### config.mk
export PLATFORM = sky130hd
export DESIGN_NAME = fcs_host
export DESIGN_NICKNAME = d
export VERILOG_FILES = /design/src/fcs_pkg.sv /design/src/fcs_host.sv
export VERILOG_INCLUDE_DIRS = /design/src /design/src/src
export SDC_FILE = /design/constraint.sdc
export NUM_CORES = 1
export LEC_CHECK = 0
export BUFFER_PORTS_ARGS = -buffer_cell sky130_fd_sc_hd__buf_2
export CAP_MARGIN = 20
export CELL_PAD_IN_SITES_DETAIL_PLACEMENT = 1
export CELL_PAD_IN_SITES_GLOBAL_PLACEMENT = 1
export CORE_AREA = 4 4 129 131
export CTS_CLUSTER_DIAMETER = 120
export CTS_CLUSTER_SIZE = 24
export DETAILED_ROUTE_END_ITERATION = 10
export DIE_AREA = 0 0 133 135
export GPL_TIMING_DRIVEN = 1
export HOLD_SLACK_MARGIN = 0.15
export MAX_ROUTING_LAYER = met4
export PLACE_DENSITY_LB_ADDON = 0.1
export REMOVE_ABC_BUFFERS = 1
export SKIP_CTS_REPAIR_TIMING = 1
export SLEW_MARGIN = 5
export SYNTH_ARGS = -nofsm -noshare
export SYNTH_HDL_FRONTEND = slang
export SYNTH_SLANG_ARGS = --single-unit
### constraint.sdc
create_clock -name clk_i -period 2.4 [get_ports clk_i]
set_clock_uncertainty 0.05 [all_clocks]
set_input_delay 0.24 -clock clk_i [delete_from_list [all_inputs] [get_ports clk_i]]
set_output_delay 0.24 -clock clk_i [all_outputs]
set_load 0.01 [all_outputs]
### src/fcs_defines.svh
`ifndef FCS_DEFINES_SVH
`define FCS_DEFINES_SVH

// ------------------------------------------------------------
// timing
// ------------------------------------------------------------
`define FCS_CLK_NS        40
`define FCS_WP_NS         50
`define FCS_WP_CYC        ((`FCS_WP_NS + `FCS_CLK_NS - 1) / `FCS_CLK_NS)
`define FCS_RD_NS         120
`define FCS_SYNC_CYC      2
`define FCS_RD_CYC        (((`FCS_RD_NS + `FCS_CLK_NS - 1) / `FCS_CLK_NS) + `FCS_SYNC_CYC)
`define FCS_ADD_NS        40000
`define FCS_ADD_CYC       (`FCS_ADD_NS / `FCS_CLK_NS)

// ------------------------------------------------------------
// command addresses (low bits only) and data
// ------------------------------------------------------------
`define FCS_ADDR_UNLOCK1  11'h555
`define FCS_ADDR_UNLOCK2  11'h2aa
`define FCS_DATA_UNLOCK1  8'haa
`define FCS_DATA_UNLOCK2  8'h55
`define FCS_CMD_RESET     8'hf0
`define FCS_CMD_IDENT     8'h90
`define FCS_CMD_PROG      8'ha0
`define FCS_CMD_BYPASS    8'h20
`define FCS_CMD_BYP_EXIT2 8'h00
`define FCS_CMD_ERASE     8'h80
`define FCS_CMD_CHIP      8'h10
`define FCS_CMD_SECT      8'h30
`define FCS_CMD_SUSPEND   8'hb0
`define FCS_CMD_RESUME    8'h30

// ------------------------------------------------------------
// status bits in a polled byte
// ------------------------------------------------------------
`define FCS_BIT_TOGGLE    6
`define FCS_BIT_TFAIL     5

`endif

### src/fcs_pkg.sv
`default_nettype none
package fcs_pkg;

   // ---------------------------------------------------------
   // operations a user may request
   // ---------------------------------------------------------
   typedef enum logic [3:0] {
      OP_READ      = 4'h0,
      OP_RESET     = 4'h1,
      OP_IDENT     = 4'h2,
      OP_PROG      = 4'h3,
      OP_BYP_ENTER = 4'h4,
      OP_BYP_PROG  = 4'h5,
      OP_BYP_EXIT  = 4'h6,
      OP_CHIP      = 4'h7,
      OP_SECT      = 4'h8,
      OP_SECT_ADD  = 4'h9,
      OP_SUSPEND   = 4'ha,
      OP_RESUME    = 4'hb
   } fcs_op_t;

   // ---------------------------------------------------------
   // sequencer states, one-hot
   // ---------------------------------------------------------
   typedef enum logic [6:0] {
      S_IDLE   = 7'h01,
      S_WADDR  = 7'h02,
      S_WPULSE = 7'h04,
      S_WGAP   = 7'h08,
      S_READ   = 7'h10,
      S_RGAP   = 7'h20,
      S_WIN    = 7'h40
   } fcs_state_t;

   typedef struct packed {
      fcs_op_t     op;
      logic [18:0] addr;
      logic [7:0]  data;
   } fcs_req_t;

   typedef struct packed {
      logic [7:0] data;
      logic       fail;
   } fcs_resp_t;

   typedef struct packed {
      logic [18:0] addr;
      logic [7:0]  data;
   } fcs_bus_t;

endpackage
`default_nettype wire

### src/fcs_host.sv
// What this block does
// - byte program is four writes
// - bypass program is A0h then address/data
// - bypass exit is 90h then 00h
// - chip erase is six writes
// - sector erase sixth write carries sector, 30h
// - host spaces sector additions under 50 us
// - unlock is AA@555 then 55@2AA
`timescale 1ns/1ps
`default_nettype none
`include "fcs_defines.svh"
module fcs_host
   import fcs_pkg::*;
#(
   parameter int ADD_CYC = `FCS_ADD_CYC
) (
   // clock and reset
   input  wire logic        clk_i,
   input  wire logic        rst_i,
   // user request
   input  wire logic        req_valid_i,
   input  wire fcs_req_t    req_i,
   output logic             req_ready_o,
   // user answer
   output logic             resp_valid_o,
   output fcs_resp_t        resp_o,
   // flash pins
   output logic [18:0]      fl_addr_o,
   input  wire logic [7:0]  fl_dq_i,
   output logic [7:0]       fl_dq_o,
   output logic             fl_dq_oe_n_o,
   output logic             fl_ce_n_o,
   output logic             fl_we_n_o,
   output logic             fl_oe_n_o
);

   // ---------------------------------------------------------
   // constants
   // ---------------------------------------------------------
   localparam logic [10:0] WP_CYC = 11'(`FCS_WP_CYC);
   localparam logic [10:0] RD_CYC = 11'(`FCS_RD_CYC);
   localparam logic [10:0] WN_CYC = 11'(ADD_CYC);

   // ---------------------------------------------------------
   // state
   // ---------------------------------------------------------
   fcs_state_t  state;        // sequencer state
   fcs_state_t  next_state;   // its next value
   fcs_op_t     op;           // operation in progress
   logic [18:0] addr;         // user address
   logic [7:0]  data;         // user data
   logic [2:0]  idx;          // write index within sequence
   logic [10:0] cnt;          // cycle counter
   logic        polling;      // reads are status polls
   logic        first;        // no earlier poll sample
   logic        prev6;        // toggle bit of last sample
   logic        fail;         // timing failure seen
   logic [7:0]  rd_data;      // last sampled byte
   logic [7:0]  dq_s1;        // synchroniser stage one
   logic [7:0]  dq_s2;        // synchroniser stage two
   logic        fire;         // request taken
   logic        fail_go;      // timing failure: reset next
   logic        toggled;      // toggle bit moved
   logic        last_w;       // last write of sequence
   fcs_op_t     s_op;         // operation for next write
   logic [2:0]  s_idx;        // index for next write
   fcs_bus_t    step;         // address/data for next write

   // ---------------------------------------------------------
   // functions
   // ---------------------------------------------------------
   // writes in each sequence
   function automatic logic [2:0] op_writes(input fcs_op_t o);
      case (o)
         OP_READ:                      op_writes = 3'h0;
         OP_IDENT, OP_BYP_ENTER:       op_writes = 3'h3;
         OP_PROG:                      op_writes = 3'h4;
         OP_BYP_PROG, OP_BYP_EXIT:     op_writes = 3'h2;
         OP_CHIP, OP_SECT:             op_writes = 3'h6;
         default:                      op_writes = 3'h1;
      endcase
   endfunction

   // address and data of one write; high bits stay zero except on writes that carry the user address
   function automatic fcs_bus_t cmd_step(input fcs_op_t o, input logic [2:0] i,
                                         input logic [18:0] a, input logic [7:0] d);
      logic       unl;
      logic [7:0] cmd;
      cmd_step = '0;
      unl = (o == OP_PROG) || (o == OP_IDENT) || (o == OP_BYP_ENTER)
            || (o == OP_CHIP) || (o == OP_SECT);
      case (o)
         OP_PROG:      cmd = `FCS_CMD_PROG;
         OP_IDENT:     cmd = `FCS_CMD_IDENT;
         OP_BYP_ENTER: cmd = `FCS_CMD_BYPASS;
         default:      cmd = `FCS_CMD_ERASE;
      endcase
      if (unl && (i == 3'h0 || i == 3'h3) && o != OP_PROG) begin
         cmd_step.addr = {8'h00, `FCS_ADDR_UNLOCK1};
         cmd_step.data = `FCS_DATA_UNLOCK1;
      end else if (unl && i == 3'h0) begin
         cmd_step.addr = {8'h00, `FCS_ADDR_UNLOCK1};
         cmd_step.data = `FCS_DATA_UNLOCK1;
      end else if (unl && (i == 3'h1 || i == 3'h4)) begin
         cmd_step.addr = {8'h00, `FCS_ADDR_UNLOCK2};
         cmd_step.data = `FCS_DATA_UNLOCK2;
      end else if (unl && i == 3'h2) begin
         cmd_step.addr = {8'h00, `FCS_ADDR_UNLOCK1};
         cmd_step.data = cmd;
      end else begin
         case (o)
            OP_PROG: begin
               cmd_step.addr = a;
               cmd_step.data = d;
            end
            OP_CHIP: begin
               cmd_step.addr = {8'h00, `FCS_ADDR_UNLOCK1};
               cmd_step.data = `FCS_CMD_CHIP;
            end
            OP_SECT, OP_SECT_ADD: begin
               cmd_step.addr = a;
               cmd_step.data = `FCS_CMD_SECT;
            end
            OP_BYP_PROG: begin
               cmd_step.addr = (i == 3'h0) ? 19'h00000 : a;
               cmd_step.data = (i == 3'h0) ? `FCS_CMD_PROG : d;
            end
            OP_BYP_EXIT: cmd_step.data = (i == 3'h0) ? `FCS_CMD_IDENT
                                                     : `FCS_CMD_BYP_EXIT2;
            OP_SUSPEND:  cmd_step.data = `FCS_CMD_SUSPEND;
            OP_RESUME:   cmd_step.data = `FCS_CMD_RESUME;
            default:     cmd_step.data = `FCS_CMD_RESET;
         endcase
      end
   endfunction

   // ---------------------------------------------------------
   // handshake and step selection
   // ---------------------------------------------------------
   // in the window only sector additions or suspend pass
   assign req_ready_o = (state == S_IDLE) ||
                        (state == S_WIN && (req_i.op == OP_SECT_ADD ||
                                            req_i.op == OP_SUSPEND));
   assign fire    = req_valid_i && req_ready_o;
   assign toggled = rd_data[`FCS_BIT_TOGGLE] != prev6;
   assign fail_go = (state == S_RGAP) && polling && !first && toggled
                    && rd_data[`FCS_BIT_TFAIL];
   assign last_w  = (idx + 3'h1) == op_writes(op);
   assign s_op    = fire ? req_i.op : (fail_go ? OP_RESET : op);
   assign s_idx   = (fire || fail_go) ? 3'h0 : ((state == S_WGAP) ? idx + 3'h1 : idx);
   assign step    = cmd_step(s_op, s_idx, fire ? req_i.addr : addr,
                             fire ? req_i.data : data);

   // ---------------------------------------------------------
   // next state
   // ---------------------------------------------------------
   always_comb begin
      next_state = state;
      case (state)
         S_IDLE:   if (fire) begin
            next_state = (req_i.op == OP_READ) ? S_READ : S_WADDR;
         end
         S_WADDR:  next_state = S_WPULSE;
         S_WPULSE: if (cnt == WP_CYC - 11'h1) begin
            next_state = S_WGAP;
         end
         S_WGAP:   if (!last_w) begin
            next_state = S_WADDR;
         end else if (fail) begin
            next_state = S_IDLE;
         end else if (op == OP_PROG || op == OP_BYP_PROG || op == OP_CHIP) begin
            next_state = S_READ;
         end else if (op == OP_SECT || op == OP_SECT_ADD) begin
            next_state = S_WIN;
         end else begin
            next_state = S_IDLE;
         end
         S_READ:   if (cnt == RD_CYC - 11'h1) begin
            next_state = S_RGAP;
         end
         S_RGAP:   if (fail_go) begin
            next_state = S_WADDR;
         end else if (polling && (first || toggled)) begin
            next_state = S_READ;
         end else begin
            next_state = S_IDLE;
         end
         S_WIN:    if (fire) begin
            next_state = S_WADDR;
         end else if (cnt == WN_CYC - 11'h1) begin
            next_state = S_READ;
         end
         default:  next_state = S_IDLE;
      endcase
   end

   // ---------------------------------------------------------
   // state and counter
   // ---------------------------------------------------------
   always_ff @(posedge clk_i) begin
      if (rst_i) begin
         state <= S_IDLE;
         cnt   <= 11'h000;
      end else begin
         state <= next_state;
         cnt   <= (next_state != state || fire) ? 11'h000 : cnt + 11'h001;
      end
   end

   // ---------------------------------------------------------
   // operation registers
   // ---------------------------------------------------------
   always_ff @(posedge clk_i) begin
      if (rst_i) begin
         op      <= OP_READ;
         addr    <= 19'h00000;
         data    <= 8'h00;
         idx     <= 3'h0;
         polling <= 1'b0;
         first   <= 1'b0;
         prev6   <= 1'b0;
         fail    <= 1'b0;
      end else begin
         if (fire) begin
            op    <= req_i.op;
            addr  <= req_i.addr;
            data  <= req_i.data;
            idx   <= 3'h0;
            fail  <= 1'b0;
         end else if (fail_go) begin
            op    <= OP_RESET;
            idx   <= 3'h0;
            fail  <= 1'b1;
         end else if (state == S_WGAP && !last_w) begin
            idx   <= idx + 3'h1;
         end
         if (state == S_IDLE) begin
            polling <= 1'b0;
         end else if (next_state == S_READ && state != S_RGAP && state != S_READ) begin
            polling <= (state != S_IDLE);
            first   <= 1'b1;
         end else if (state == S_RGAP) begin
            first   <= 1'b0;
            prev6   <= rd_data[`FCS_BIT_TOGGLE];
         end
      end
   end

   // ---------------------------------------------------------
   // pin input synchroniser and sample
   // ---------------------------------------------------------
   always_ff @(posedge clk_i) begin
      if (rst_i) begin
         dq_s1   <= 8'h00;
         dq_s2   <= 8'h00;
         rd_data <= 8'h00;
      end else begin
         dq_s1 <= fl_dq_i;
         dq_s2 <= dq_s1;
         if (state == S_READ && cnt == RD_CYC - 11'h1) begin
            rd_data <= dq_s2;
         end
      end
   end

   // ---------------------------------------------------------
   // flash pins, set from the next state
   // ---------------------------------------------------------
   always_ff @(posedge clk_i) begin
      if (rst_i) begin
         fl_addr_o    <= 19'h00000;
         fl_dq_o      <= 8'h00;
         fl_dq_oe_n_o <= 1'b1;
         fl_ce_n_o    <= 1'b1;
         fl_we_n_o    <= 1'b1;
         fl_oe_n_o    <= 1'b1;
      end else begin
         fl_we_n_o <= (next_state != S_WPULSE);
         fl_oe_n_o <= (next_state != S_READ);
         fl_ce_n_o <= !(next_state == S_WADDR || next_state == S_WPULSE ||
                        next_state == S_WGAP || next_state == S_READ);
         if (next_state == S_WADDR) begin
            fl_addr_o    <= step.addr;
            fl_dq_o      <= step.data;
            fl_dq_oe_n_o <= 1'b0;
         end else if (next_state == S_READ) begin
            fl_addr_o    <= fire ? req_i.addr : addr;
            fl_dq_oe_n_o <= 1'b1;
         end else if (next_state != S_WPULSE && next_state != S_WGAP) begin
            fl_dq_oe_n_o <= 1'b1;
         end
      end
   end

   // ---------------------------------------------------------
   // answer
   // ---------------------------------------------------------
   always_ff @(posedge clk_i) begin
      if (rst_i) begin
         resp_valid_o <= 1'b0;
         resp_o       <= '0;
      end else begin
         resp_valid_o <= (next_state == S_IDLE) && (state != S_IDLE);
         if (next_state == S_IDLE && state != S_IDLE) begin
            resp_o.data <= rd_data;
            resp_o.fail <= fail;
         end
      end
   end
endmodule
`default_nettype wire

==> results.py, run 1 <==
metrics = {
    "status": {
        "status": "finished with violations",
        "violations": "setup timing",
    },
    "floorplan": {
        "io_pins": 84,
        "start_util_pct": 38.4,
        "die-area_um2": 18000,
        "chipWidth_um": 133,
        "row_count": 46,
        "dieHeight_um": 135,
        "core_region_area_um2": 15600,
    },
    "power": {
        "combPwrFrac_pct": 33.9,
        "power.density_cell_area_nw_per_um2": 859,
        "switching_share_pct": 32.8,
        "p_clk_share_pct": 34.3,
        "totalPowerFinal_uw": 7680,
        "power.sequential.fraction_pct": 31.8,
        "cell_internal_pwr_uw": 5160,
        "leakage_uw": 0.00380,
        "netSwitchingPower_uw": 2520,
        "vdd_ir_drop_max_mv": 0.681,
    },
    "routing": {
        "num_vias": 5967,
        "drt-total-wl_mm": 21.1,
        "drc_errors": 0,
        "routed_wire_length_per_instance_um": 18.8,
        "drt.antenna.violating_nets": 0,
        "detailed_routing_iterations_pass_1": 5,
        "detail_route.iter0.violations": 299,
        "route.detailed.vias_per_inst": 5.32,
    },
    "hold_path": {
        "holdCritPathClass": "primary input to flip-flop",
        "cell_count_of_the_worst_hold_path": 3,
    },
    "setup_path": {
        "cp_top_family": "simple AND/OR/NAND/NOR gates",
        "path_cells": "or4_4 > nor2_4 > buf_4 > buf_4 > o22a_1 > or3_4 > buf_6 > o21ai_4 > or3_1 > a221oi_2",
        "path_common_cell": "buf_4",
        "crit_required_ns": 2.68,
        "slowest_stage": "or4_4",
        "critical_path.max_fanout": 5,
        "cp_data_arrival_time_ns": 3.02,
        "ff2ff_path_depth": 10,
        "start_kind": "flip-flop",
        "type_of_destination_of_the_critical_path": "flip-flop",
        "critical_path_cell_count": 10,
        "cp.buffers_inverters": 3,
        "timing.setup.critical_path_class": "flip-flop to flip-flop",
        "largest_stage_delay_worst_path_ns": 0.59,
    },
    "clock_network": {
        "clk_latency_ns": 0.42,
        "cts.sink_count": 124,
        "cts_buffer_depth": 2,
        "cts.htree.levels": 4,
        "path_clk_slew_ns": 0.06,
        "cts_root_buffer": "clkbuf_16",
        "number_of_buffers_inserted_during_clock_tree_synthesis": 17,
        "cts_tree": "yes",
    },
    "timing": {
        "setup_viol": 40,
        "final.period_utilization_pct": 114,
        "rsz0062_at_grt": "true",
        "report.final.hold_viol_count": 0,
        "max_slew_margin_pct": 54.9,
        "timing.final.max_slew_violations": 0,
        "whs_ns": 0.0865,
        "timing.final.crit_period_ns": 2.74,
        "clock.fmax_mhz": 364,
        "tightestPinTransition_ns": 0.676,
        "post_route_worst_setup_slack_ns": -0.344,
    },
    "logic_synthesis": {
        "synth_cell_type_count": 76,
        "synth_area_um2": 5990,
        "post_synth_inst_count": 667,
        "yosysSeqAreaShare_pct": 41.4,
        "ys_seq_elements": 124,
        "syn-mean-instance-area_um2": 8.98,
        "yosys_warnings": 0,
        "synth-edff-count": 0,
        "synth_async_sr_flop_share_pct": 0,
        "yosys_most_used_dff": "dfxtp_1",
    },
    "layout": {
        "antenna_cells": 0,
        "synthToLayoutAreaGrowth_pct": 49.4,
        "drive_gt1_share_pct": 39.1,
        "fill_cells": 1768,
        "combined_flip_flop_and_latch_cell_area_um2": 2490,
        "final_net_count": 943,
        "layout_commonest_cell": "buf_4",
        "multiInputGateArea_um2": 3710,
        "layout.cells.most_common_list": "123 x buf_4, 122 x dfxtp_1, 94 x nor2_1",
    },
    "placement": {
        "placement.setup.worst_slack_ns": -0.452,
        "detailedPlacementHpwl_mm": 14.5,
        "io_buffers": 83,
        "finalWeightedCongestion": 0.982,
    },
    "global_route": {
        "grt_usage_pct": 22.2,
        "largest_net_degree_at_the_start_of_global_routing": 51,
        "grt_antenna_before_repair": 0,
        "vias_in_the_first_global_route": 6118,
        "gr_ovfl_total": 0,
        "grt_first_pass_wirelength_mm": 31.1,
    },
    "flow_run": {
        "drv.max_cap_violation_count": 0,
    },
}
[layout make-up]
class	instances	share of cell area, %
clock buffer	18	4.91
clock inverter	13	1.83
inverter	19	0.797
multi-input combinational	482	41.5
sequential	124	27.8
tap	216	3.02
timing repair buffer	249	20.2
[kinds of logic (layout without fill, tap and decap cells)]
family / Yosys count / after routing / share of synthesized area, %
fa+ha+maj: 8 / 8 / 1.67
mux: 47 / 47 / 7.96
flops: 124 / 124 / 41.4
buf+inv: 62 / 299 / 4.51
simple gates: 267 / 268 / 23.4
xor+xnor: 25 / 25 / 3.88
compound gates: 134 / 134 / 17.2
[cell usage after synthesis, types with 5 or more instances]
| cell | number | area share (%) |
|---|---|---|
| o31ai_1 | 7 | 0.88 |
| nand2b_1 | 8 | 0.84 |
| or3_1 | 8 | 0.84 |
| ha_1 | 8 | 1.7 |
| a211oi_1 | 9 | 1.1 |
| clkbuf_1 | 21 | 1.3 |
| mux2i_1 | 44 | 7.4 |
| a21oi_1 | 20 | 1.7 |
| buf_2 | 18 | 1.5 |
| nand3_1 | 19 | 1.6 |
| a31oi_1 | 8 | 0.84 |
| nand2_1 | 27 | 1.7 |
| dfxtp_1 | 124 | 41 |
| a21o_1 | 6 | 0.75 |
| a221o_1 | 5 | 0.84 |
| nor3_1 | 27 | 2.3 |
| a221oi_1 | 6 | 0.88 |
| nor2_1 | 100 | 6.3 |
| a2111oi_0 | 5 | 0.73 |
| and3_1 | 7 | 0.73 |
| nor4_1 | 5 | 0.52 |
| o21ai_0 | 17 | 1.4 |
| inv_1 | 19 | 1.2 |
| nand4_1 | 11 | 1.1 |
| nor2b_1 | 23 | 2.4 |
| xor2_1 | 14 | 2.0 |
| xnor2_1 | 10 | 1.5 |
[worst min-delay path: stages]
cell and delay [ns]:
buf_2 0.08, mux2i_1 0.09, nor2_1 0.10
[final timing paths]
| kind | endpoint | from | slack [ns] |
|---|---|---|---|
| max | fl_addr_o[7] | state[5] | -0.34 |
| min | data[2] | req_i[2] | 0.09 |
| max reg2reg | fl_addr_o[7] | state[5] | -0.34 |
| min reg2reg | dq_s2[5] | dq_s1[5] | 0.39 |
[state kept, by name, indices dropped and copies added (netlist names), 3 cells and up, named ones only]
name / flops
data: 8
dq_s1: 8
state: 7
rd_data: 8
fl_dq_o: 8
idx: 3
addr: 19
cnt: 11
op: 4
resp_o: 9
dq_s2: 8
fl_addr_o: 19
[metal layers]
| metal | part of all wire, % | vias up | GRT usage [%] |
|---|---|---|---|
| met4 | 1.2 | 0 | 6.64 |
| met1 | 45 | 2966 | 27.2 |
| li1 | - | 2859 | - |
| met2 | 50 | 116 | 37.2 |
| met3 | 3.7 | 26 | 4.40 |
| met5 | 0 | - | - |
[per-stage QoR]
step / cell area, um^2 / setup TNS, ns / instances / util [%]
global route: 8950 / -12.70 / 1121 / 57.4
floorplan: 5790 / -13.32 / 624 / -
finish: 8950 / -8.02 / 1121 / 57.4
CTS: 8010 / -12.86 / 1076 / 51.4
detailed placement: 7410 / -11.58 / 1045 / 47.5
global placement: 7410 / -8.05 / 1045 / 47.5
[power by group through the flow]
| stage | clock, uW | sequential (uW) | combinational [uW] |
|---|---|---|---|
| 2_1_floorplan | 0 | 2510 | 1040 |
| 3_3_place_gp | 0 | 2470 | 2040 |
| 3_5_place_dp | 0 | 2470 | 2100 |
| 4_1_cts | 2680 | 2430 | 2120 |
| 5_1_grt | 2790 | 2460 | 2790 |
| 6_report | 2640 | 2440 | 2610 |
Power figures use the tool's default switching activity.
==> run 2, diff against run 1 <==
- CORE_AREA: 4 4 129 131 -> 3 3 128 130
- CTS_CLUSTER_SIZE: 24 -> 20
- DIE_AREA: 0 0 133 135 -> 0 0 131 133
==> results.py, run 2 (synthesis results as in run 1) <==
metrics = {
    "setup_path": {
        "start_kind": "flip-flop",
        "type_of_destination_of_the_critical_path": "flip-flop",
        "timing.critical_path.from": "state[0]",
        "critical_path.max_fanout": 12,
        "crit-reg2reg-launch": "state[0]",
        "cp_data_arrival_time_ns": 3.00,
        "timing.setup.critical_path_class": "flip-flop to flip-flop",
        "crit_required_ns": 2.64,
    },
    "hold_path": {
        "hp-start": "req_i[16]",
        "holdCritPathClass": "primary input to flip-flop",
    },
    "global_route": {
        "gr_ovfl_total": 0,
        "grt_first_pass_wirelength_mm": 32.4,
        "grt_usage_pct": 24.3,
        "grt_antenna_before_repair": 0,
        "vias_in_the_first_global_route": 6392,
        "largest_net_degree_at_the_start_of_global_routing": 52,
    },
    "layout": {
        "largest_registers": "addr: 19 flops, fl_addr_o: 19 flops, cnt: 11 flops",
        "fin_cells": 1145,
        "fill_cells": 1714,
        "layout_commonest_cell": "buf_4",
        "drive_gt1_share_pct": 41.2,
        "synthToLayoutAreaGrowth_pct": 52.6,
        "antenna_cells": 0,
        "final_net_count": 971,
        "layout.cells.most_common_list": "150 x buf_4, 117 x dfxtp_1, 92 x nor2_1",
    },
    "timing": {
        "max_slew_margin_pct": 53.2,
        "tightestPinTransition_ns": 0.703,
        "report.final.hold_viol_count": 0,
        "rsz0062_at_grt": "true",
        "final.period_utilization_pct": 115,
        "timing.final.max_slew_violations": 0,
        "timing.final.crit_period_ns": 2.76,
        "post_route_worst_setup_slack_ns": -0.363,
        "setup_viol": 45,
        "clock.fmax_mhz": 362,
    },
    "clock_network": {
        "clk_latency_ns": 0.42,
        "cts_root_buffer": "clkbuf_16",
        "cts.htree.levels": 4,
        "cts_tree": "yes",
        "cts_buffer_depth": 2,
        "cts.sink_count": 124,
        "number_of_buffers_inserted_during_clock_tree_synthesis": 17,
        "path_clk_slew_ns": 0.06,
    },
    "placement": {
        "detailedPlacementHpwl_mm": 15.0,
        "io_buffers": 83,
        "placement.setup.worst_slack_ns": -0.422,
        "place.detailed.instances": 1058,
        "finalWeightedCongestion": 0.921,
    },
    "power": {
        "leakage_uw": 0.00394,
        "vdd_ir_drop_max_mv": 0.541,
        "power.density_cell_area_nw_per_um2": 837,
    },
    "status": {
        "violations": "setup timing",
        "status": "finished with violations",
    },
    "routing": {
        "routed_wire_length_per_instance_um": 19.2,
        "drc_errors": 0,
        "drt.antenna.violating_nets": 0,
        "detailed_routing_iterations_pass_1": 5,
        "num_vias": 6157,
        "drt-total-wl_mm": 22.0,
        "route.detailed.vias_per_inst": 5.38,
        "detail_route.iter0.violations": 334,
    },
    "floorplan": {
        "die-area_um2": 17400,
        "io_pins": 84,
        "start_util_pct": 39.3,
        "chipWidth_um": 131,
        "dieHeight_um": 133,
        "core_region_area_um2": 15300,
        "row_count": 45,
    },
    "flow_run": {
        "drv.max_cap_violation_count": 0,
    },
}
-- run 2: changes by cell type in the layout (fill, tap and decap cells not counted), moves of 3 or more --
cell	previous run	this run
clkinv_4	0	3
buf_6	15	19
mux2i_1	38	41
nand2_1	22	25
dfxtp_1	122	117
nand2_2	5	1
mux2i_2	5	1
dfxtp_2	1	7
buf_4	123	150
-- run 2: power by group --
group / internal (uW) / leakage [uW] / total (uW) / switching (uW)
clock network: 1540 / 0.000278 / 2600 / 1060
registers: 2300 / 0.00102 / 2440 / 140
logic: 1210 / 0.00264 / 2610 / 1410
total: 5050 / 0.00394 / 7660 / 2610
-- run 2: final timing paths --
path                            slack (ns)  cells past startpoint           end
worst max-delay path                 -0.36                      7  fl_addr_o[1]
worst min register to register        0.39                      2    rd_data[6]
worst min-delay path                  0.11                      3       addr[8]
worst max register to register       -0.36                      7  fl_addr_o[1]
-- run 2: area by class of cell --
class	count	area [um^2]	share of cell area, %
multi-input cells	481	3700	40.5
flip-flops and latches	124	2490	27.3
repair buffers	278	2020	22.1
clock buffers	17	425	4.65
well taps	211	264	2.89
clock inverters	15	164	1.79
inverters	19	71.3	0.780
-- run 2: metal layers --
layer  part of all wire, %  routed length, um  vias up  track usage, %
met4                  0.98                216        0            6.80
met2                    52              11400      157            39.9
li1                      -                  -     2936               -
met1                    43               9450     3042            29.9
met5                     0                  0        -               -
met3                   4.3                954       22            5.05
-- run 2: stage by stage --
step / hold slack (ns) / setup TNS (ns) / total power (uW) / area (um^2) / utilization (%)
after floorplan: 0.259 / -13.32 / 3550 / 5790 / -
after global placement: 0.367 / -9.46 / 4520 / 7520 / 49.3
after detailed placement: 0.379 / -13.75 / 4600 / 7520 / 49.3
after CTS: -0.0387 / -14.67 / 7210 / 8110 / 53.2
after global routing: 0.136 / -14.73 / 8010 / 9140 / 59.9
final: 0.110 / -10.35 / 7660 / 9140 / 59.9
-- run 2: critical path, stage by stage (launching register included) --
cell	delay, ns
dfxtp_2	0.33
or4_4	0.60
nor2_4	0.16
nand4_1	0.24
o311a_4	0.46
and3_2	0.34
nor3_1	0.34
a221oi_2	0.09
